$ cat config.mk
export PLATFORM = sky130hd
export DESIGN_NAME = wdi_exec
export DESIGN_NICKNAME = d
export VERILOG_FILES = /design/src/wdi_pkg.sv /design/src/wdi_decode.sv /design/src/wdi_exec.sv
export SDC_FILE = /design/constraint.sdc
export NUM_CORES = 1
export LEC_CHECK = 0
export BUFFER_PORTS_ARGS = -buffer_cell sky130_fd_sc_hd__buf_2
export CAP_MARGIN = 10
export CORE_AREA = 2 2 53 55
export DETAILED_ROUTE_END_ITERATION = 16
export DIE_AREA = 0 0 55 57
export GPL_TIMING_DRIVEN = 0
export PLACE_DENSITY = 0.7
export SKIP_CTS_REPAIR_TIMING = 1
export SLEW_MARGIN = 25
export SYNTH_ARGS = -nofsm -noshare
export SYNTH_HDL_FRONTEND = slang
export SYNTH_SLANG_ARGS = --single-unit
$ cat constraint.sdc
create_clock -name clock -period 1.34 [get_ports clock]
set_input_delay 0.335 -clock clock [delete_from_list [all_inputs] [get_ports clock]]
set_output_delay 0.335 -clock clock [all_outputs]
set_load 0.02 [all_outputs]
$ cat src/wdi_pkg.sv
// shared constants and carrier types for the watchdog / swap instruction unit
package wdi_pkg;

  // instruction word geometry
  localparam int unsigned INSTR_W = 10;
  localparam int unsigned NIB_W   = 4;

  // opcode values and the masks that pick the fixed bits
  localparam logic [9:0] OP_FLAG_CLEAR = 10'h0a0; // no operand
  localparam logic [9:0] OP_WDT_DIS    = 10'h29c; // no operand
  localparam logic [9:0] OP_SWAP       = 10'h2d0; // low nibble is j
  localparam logic [9:0] OP_SWAP_DEC   = 10'h2f0; // low nibble is j
  localparam logic [9:0] MASK_FULL     = 10'h3ff;
  localparam logic [9:0] MASK_IMM      = 10'h3f0;

  // decremented pointer value (y_dec) that makes the decrementing swap skip
  localparam logic [3:0] Y_SKIP_VAL = 4'hf;
  localparam logic [3:0] Y_STEP     = 4'h1;

  // one-hot sequencing states
  typedef enum logic [1:0] {
    WDI_ST_RUN  = 2'b01,
    WDI_ST_SKIP = 2'b10
  } wdi_state_e;

  // decoded instruction
  typedef struct packed {
    logic       is_flag_clear;
    logic       is_wdt_dis;
    logic       is_swap;
    logic       is_swap_dec;
    logic [3:0] imm;
  } wdi_dec_s;

  // register and memory write-back, one pulse per executed swap
  typedef struct packed {
    logic       acc_we;
    logic [3:0] acc_data;
    logic       mem_we;
    logic [3:0] mem_data;
    logic       x_we;
    logic [3:0] x_data;
    logic       y_we;
    logic [3:0] y_data;
  } wdi_wb_s;

endpackage

$ cat src/wdi_decode.sv
// opcode decoder for the watchdog / swap instruction unit
`timescale 1ns/1ps
module wdi_decode
  import wdi_pkg::*;
(
  input  wire logic [9:0] instr,
  output wdi_dec_s        dec
);

  // a masked compare, shared by all four opcodes
  function automatic logic op_match(input logic [9:0] word,
                                    input logic [9:0] code,
                                    input logic [9:0] mask);
    op_match = ((word & mask) == code);
  endfunction

  wire logic hit_clear;
  wire logic hit_dis;
  wire logic hit_swap;
  wire logic hit_swapd;

  // fixed-bit compares; the immediate bits are don't-care for the swaps
  assign hit_clear = op_match(instr, OP_FLAG_CLEAR, MASK_FULL);
  assign hit_dis   = op_match(instr, OP_WDT_DIS, MASK_FULL);
  assign hit_swap  = op_match(instr, OP_SWAP, MASK_IMM);
  assign hit_swapd = op_match(instr, OP_SWAP_DEC, MASK_IMM);

  assign dec.is_flag_clear = hit_clear;
  assign dec.is_wdt_dis    = hit_dis;
  assign dec.is_swap       = hit_swap;
  assign dec.is_swap_dec   = hit_swapd;
  assign dec.imm           = instr[3:0];

endmodule

$ cat src/wdi_exec.sv
// execution unit for watchdog flag clear, disable and accumulator swaps
`timescale 1ns/1ps
module wdi_exec
  import wdi_pkg::*;
(
  input  wire logic       clock,
  input  wire logic       arst_n,
  input  wire logic       instr_valid,
  input  wire logic [9:0] instr,
  input  wire logic [3:0] acc,
  input  wire logic [3:0] mem_rdata,
  input  wire logic [3:0] x_ptr,
  input  wire logic [3:0] y_ptr,
  input  wire logic       watchdog_expiry_flag,
  output wdi_wb_s         wb,
  output logic            flag_clear,
  output logic            wdt_stop,
  output logic            skip_next,
  output logic            skipping
);

  wdi_dec_s   dec;
  wdi_state_e state_reg;
  wdi_state_e state_next;
  logic       dis_prev_reg;
  logic       dis_prev_next;
  wdi_wb_s    wb_reg;
  wdi_wb_s    wb_next;
  logic       flag_clear_reg;
  logic       wdt_stop_reg;
  logic       skip_reg;

  wire logic       exec;
  wire logic       any_swap;
  wire logic       clear_skip;
  wire logic       dec_skip;
  wire logic       do_stop;
  wire logic [3:0] y_dec;

  wdi_decode u_decode (
    .instr (instr),
    .dec   (dec)
  );

  // an instruction is only carried out outside a skip slot
  assign exec       = instr_valid && (state_reg == WDI_ST_RUN);
  assign any_swap   = exec && (dec.is_swap || dec.is_swap_dec);
  assign y_dec      = y_ptr - Y_STEP; // wraps 0 -> 15 on purpose
  assign clear_skip = exec && dec.is_flag_clear
                      && watchdog_expiry_flag;
  assign dec_skip   = exec && dec.is_swap_dec
                      && (y_dec == Y_SKIP_VAL);
  assign do_stop    = exec && dec.is_flag_clear && dis_prev_reg;

  // skip sequencing: the slot after a skipping instruction runs as a nop
  always_comb begin
    state_next = state_reg;
    if (instr_valid) begin
      if (clear_skip || dec_skip) begin
        state_next = WDI_ST_SKIP;
      end else begin
        state_next = WDI_ST_RUN;
      end
    end
  end

  // only an executed disable arms the stop; a skipped one does not count
  always_comb begin
    dis_prev_next = dis_prev_reg;
    if (instr_valid) begin
      dis_prev_next = exec && dec.is_wdt_dis;
    end
  end

  // write-back values; the old operands are captured in the same cycle,
  // so both directions of the exchange see pre-swap data
  always_comb begin
    wb_next          = '0;
    wb_next.acc_we   = any_swap;
    wb_next.acc_data = mem_rdata;
    wb_next.mem_we   = any_swap;
    wb_next.mem_data = acc;
    wb_next.x_we     = any_swap;
    wb_next.x_data   = x_ptr ^ dec.imm;
    wb_next.y_we     = exec && dec.is_swap_dec;
    wb_next.y_data   = y_dec;
  end

  // state registers
  always_ff @(posedge clock or negedge arst_n) begin
    if (!arst_n) begin
      state_reg    <= WDI_ST_RUN;
      dis_prev_reg <= 1'b0;
    end else begin
      state_reg    <= state_next;
      dis_prev_reg <= dis_prev_next;
    end
  end

  // output pulses, one cycle after the instruction strobe
  always_ff @(posedge clock or negedge arst_n) begin
    if (!arst_n) begin
      wb_reg         <= '0;
      flag_clear_reg <= 1'b0;
      wdt_stop_reg   <= 1'b0;
      skip_reg       <= 1'b0;
    end else begin
      wb_reg         <= wb_next;
      flag_clear_reg <= clear_skip;
      wdt_stop_reg   <= do_stop;
      skip_reg       <= clear_skip || dec_skip;
    end
  end

  assign wb         = wb_reg;
  assign flag_clear = flag_clear_reg;
  assign wdt_stop   = wdt_stop_reg;
  assign skip_next  = skip_reg;
  assign skipping   = (state_reg == WDI_ST_SKIP);
endmodule

; ---- After elaboration in Yosys (flattened, before gate mapping)
; Index checks and enable logic that the tools add are counted.
[classes]
add_sub_neg = 1
multipliers = 0
div_mod_pow = 0
magnitude_cmp = 0
eq_ne = 7
shifts = 0
n_mux = 1
n_bitwise = 1
n_reduce_logical = 10
[ops]
columns = operator, count
row1 = $eq A6 B6 Y1 const B, 2
row2 = $eq A10 B10 Y1 const B, 1
row3 = $eq A10 B8 Y1 const B, 1
row4 = $logic_and A1 B1 Y1, 8
row5 = $eq A4 B4 Y1 const B, 1
row6 = $sub A4 B1 Y4 const B, 1
row7 = $xor A4 B4 Y4, 1
row8 = $eq A2 B1 Y1 const B, 1
row9 = $eq A2 B2 Y1 const B, 1
row10 = $logic_or A1 B1 Y1, 2
row11 = $mux W2, 1
[word_totals]
register_bits = 24
latchBits = 0
ramBits = 0
rom_bits = 0
out_inout_bits = 24
mem_count = 0

; ---- Depth between registers and ports, before layout
[depth]
ltp_word = 6
mapped_depth = 6

; ---- By module
; From an unflattened synthesis, not the netlist that was laid out.
[hier_totals]
hier_cells = 72
area_unflattened_um2 = 954.7
[by_module_without_submodules]
columns = mod, instances, cells_per_inst, area_per_inst_um2, seq_area_each_um2
row1 = wdi_exec, 1, 55, 824.5, 601.8
row2 = wdi_decode, 1, 17, 130.1, 0.0

; ---- Least setup slack after synthesis
; No wires, ideal clock.
[synth_path]
kind = reg2reg
start = register state_reg[0]
end = register state_reg[1]
t_arrival_ns = 1.308
required_time_ns = 1.275
path_slack_ns = -0.032
path_stages_with_launch = 5
n_path_buf = 0
period_less_slack_ns = 1.372
cell_sequence = dfstp_2 > and4bb_4 > nand4_4 > o311ai_2 > o21a_1
[synth_via]
elab_chain_cells = 6
[synth_rtl]
columns = element, line_no
row1 = start: declaration, wdi_exec.sv:23  ; wdi_state_e state_reg;
row2 = start signal: assignment, wdi_exec.sv:95  ; state_reg <= state_next;
row3 = $eq A2 B1 Y1 (*), wdi_exec.sv:46  ; assign exec = instr_valid && (state_reg == WDI_ST_RUN);
row4 = $logic_and A1 B1 Y1 (*), wdi_exec.sv:46
row5 = $logic_and A1 B1 Y1 (on tied branches), "wdi_exec.sv:49, wdi_exec.sv:51"
row6 = $logic_and A1 B1 Y1 (on tied branches), "wdi_exec.sv:50, wdi_exec.sv:52"
row7 = $logic_or A1 B1 Y1 (*), wdi_exec.sv:59  ; if (clear_skip || dec_skip) begin
row8 = $mux W2 (*), wdi_exec.sv:59
; Mark *: on every way between the ends. The rest lies on a longest branch, timed or not.
; A chain may end at the register's enable or synchronous reset.

; ---- Worst setup path after layout
; Same ends and word-level chain as after synthesis.

==> flow_metrics.py <==
metrics = {
    "status": {
        "outcome": "complete, but fails checks",
        "violations": "negative setup slack",
    },
    "drt": {
        "vias_per_cell": 4.51,
        "num_vias": 703,
        "ant_nets": 0,
        "post_drt_wl_per_cell_um": 11.9,
        "drt-pass1-iter-count": 4,
        "drc": 0,
        "drtIter0Drc": 23,
        "totalWireLength_mm": 1.86,
    },
    "floorplanning": {
        "fp.dieH_um": 57,
        "io_pins": 54,
        "dieArea_sq_mm": 0.00314,
        "core.rowCount": 19,
        "floorplan.die.width_um": 55,
        "initial_core_util_pct": 34.2,
        "fp.coreArea_sq_mm": 0.00262,
    },
    "worst_setup_path": {
        "crit_buf_inv": 0,
        "critPathCaptureType": "flop",
        "startpoint_type": "flop",
        "cp_top_family": "flip-flops",
        "arrival_ns": 1.69,
        "critPathMaxStageDelay_ns": 0.57,
        "crit_path_top_delay_cell": "dfstp_2",
        "path_cells": "and4bb_4 -> nand4_4 -> o311ai_4 -> o21a_1",
        "cp_max_fo": 4,
        "crit_type": "reg -> reg",
        "crit_required_ns": 1.60,
    },
    "global_routing": {
        "first_global_vias": 699,
        "grt_start_max_net_pins": 25,
        "grt_use_total_pct": 12.9,
        "grt_pass1_wl_mm": 2.90,
        "grt_overflow_total": 0,
        "antenna_found_initial": 0,
    },
    "clocking": {
        "clk-insertion-delay-late_ns": 0.30,
        "clk_pin_slew_ns": 0.13,
        "cts_sinks": 24,
        "root_buffer": "clkbuf_4",
        "clock_path_buffers": 2,
        "htreeDepth": 1,
        "cts_made_buffers": 3,
        "cts_tree": "yes",
    },
    "synthesis": {
        "synth-simple-area-share_pct": 14.3,
        "synth-compound-area-share_pct": 4.76,
        "syn_inst": 63,
        "synth_top_family_by_area": "simple AND/OR/NAND/NOR gates",
        "syn-cell-area_sq_um": 895,
        "synth_seq_area_share_pct": 67.3,
        "synth.area.mux_share_pct": 0,
        "synth_top_area_cell": "dfrtp_1",
        "ys_ff_latch": 24,
        "syn-num-nets": 95,
        "synth-xor-area-share_pct": 5.87,
        "ys_top_cells_by_area": "dfrtp_1, xor2_1, inv_1, dfstp_2, ha_1",
        "ys.warnings.count": 0,
        "yosys.area.top_type_share_pct": 64.3,
        "synth.avg_cell_area_sq_um": 14.2,
        "synth_fa_ha_area_share_pct": 2.80,
        "ys_types": 25,
    },
    "timing": {
        "postLayoutSetupSlackWorst_ns": -0.0970,
        "fin_skew_ns": 0.0103,
        "tns_ns": -0.333,
        "drv_slew": 0,
        "post-route-period-util_pct": 107,
        "final-hold-violation-count": 0,
        "fin_crit_ns": 1.44,
        "slew_headroom_pct": 66.0,
        "worst_pin_slew_ns": 0.509,
        "rsz0062_at_grt": "yes",
        "fmax_mhz": 696,
        "finalSetupViolations": 6,
    },
    "cells_and_area": {
        "n_fill_cell": 253,
        "drive_gt1_share_pct": 55.2,
        "area_growth_pct": 45.9,
        "final_cell_mix": "buf_2, dfrtp_1, inv_1",
        "seq_area_sq_um": 602,
        "final_nets": 158,
        "post-route-util_pct": 49.9,
        "multiInputGateArea_sq_um": 258,
        "final_area_sq_mm": 0.00131,
        "largest_reg_flops": 18,
        "final_common_cell": "buf_2",
        "n_antenna_cell": 0,
    },
    "power_and_ir_drop": {
        "leakage_nw": 0.706,
        "ir_worst_vdd_mv": 0.736,
        "p_per_area_mw_per_mm2": 1030,
    },
    "placement": {
        "port-buffer-count": 53,
        "hpwl_mm": 1.53,
        "place_congestion": 0.671,
        "dpl_cell_area_sq_mm": 0.00120,
    },
    "hold_path": {
        "hold_class": "in -> reg",
    },
    "job": {
        "maxCapViolations": 0,
    },
}
[final cells by class]
cell class	instances	area share, %
Multi-Input combinational cell	29	19.8
Clock buffer	4	2.78
Timing Repair Buffer	58	24.4
Sequential cell	24	46.1
Tap cell	31	2.97
Inverter	8	2.30
Buffer	2	1.73
[cell usage after synthesis]
master	instances
and2_1	1
and2_2	1
and3b_1	1
and4bb_4	1
buf_4	2
dfrtp_1	23
dfstp_2	1
ha_1	2
inv_1	8
nand2_1	1
nand3_1	1
nand4_1	2
nand4_4	1
nand4b_1	2
nor2_1	1
nor2b_1	1
nor3_1	2
nor4b_1	1
o21a_1	1
o21ai_1	1
o22ai_1	1
o311ai_2	1
o31ai_1	1
xnor2_1	1
xor2_1	5
[per-layer routing]
layer | part of all wire (%) | routed length [um] | track usage [%] | vias to the layer above
met3 | 7.7 | 143 | 3.40 | 2
met5 | 0 | 0 | 0 | -
li1 | - | - | - | 332
met4 | 0.97 | 18 | 6.27 | 0
met1 | 36 | 676 | 14.5 | 337
met2 | 55 | 1020 | 21.9 | 32
[worst reg2reg max path, stage by stage (launching register included)]
cell and delay (ns):
dfstp_2 0.57, and4bb_4 0.28, nand4_4 0.13, o311ai_4 0.25, o21a_1 0.16
[worst paths after layout]
| kind | from | end | slack [ns] | cells after the start |
|---|---|---|---|---|
| hold reg to reg | state_reg[0] | state_reg[0] | 0.49 | 2 |
| setup / recovery | state_reg[0] | state_reg[1] | -0.1 | 4 |
| hold / removal | mem_rdata[3] | wb[18] | 0.13 | 1 |
| min in group asynchronous | arst_n | wb[7] | 0.51 | 2 |
| max in group asynchronous | arst_n | state_reg[0] | 0.47 | 2 |
| setup reg to reg | state_reg[0] | state_reg[1] | -0.1 | 4 |
[cells by family after synthesis]
family	after synthesis
xor+xnor	6
fa+ha+maj	2
compound gates	5
simple gates	16
buf+inv	10
flops	24
[stage by stage]
stage / total power, mW / std cells / hold slack (ns) / worst slack (ns)
global placement: 0.987 / 147 / 0.332 / -0.175
CTS: 1.36 / 151 / -0.00802 / -0.121
floorplan: 0.880 / 63 / 0.0394 / 0.00697
finish: 1.35 / 156 / 0.126 / -0.0970
detailed placement: 0.995 / 147 / 0.344 / -0.285
global route: 1.42 / 156 / 0.106 / -0.170
[report_power, final]
part	internal [mW]	switching (mW)
sequential	0.764	0.00934
combinational	0.0847	0.126
clock	0.166	0.198
total	1.01	0.333
(Power assumes the default switching activity.)
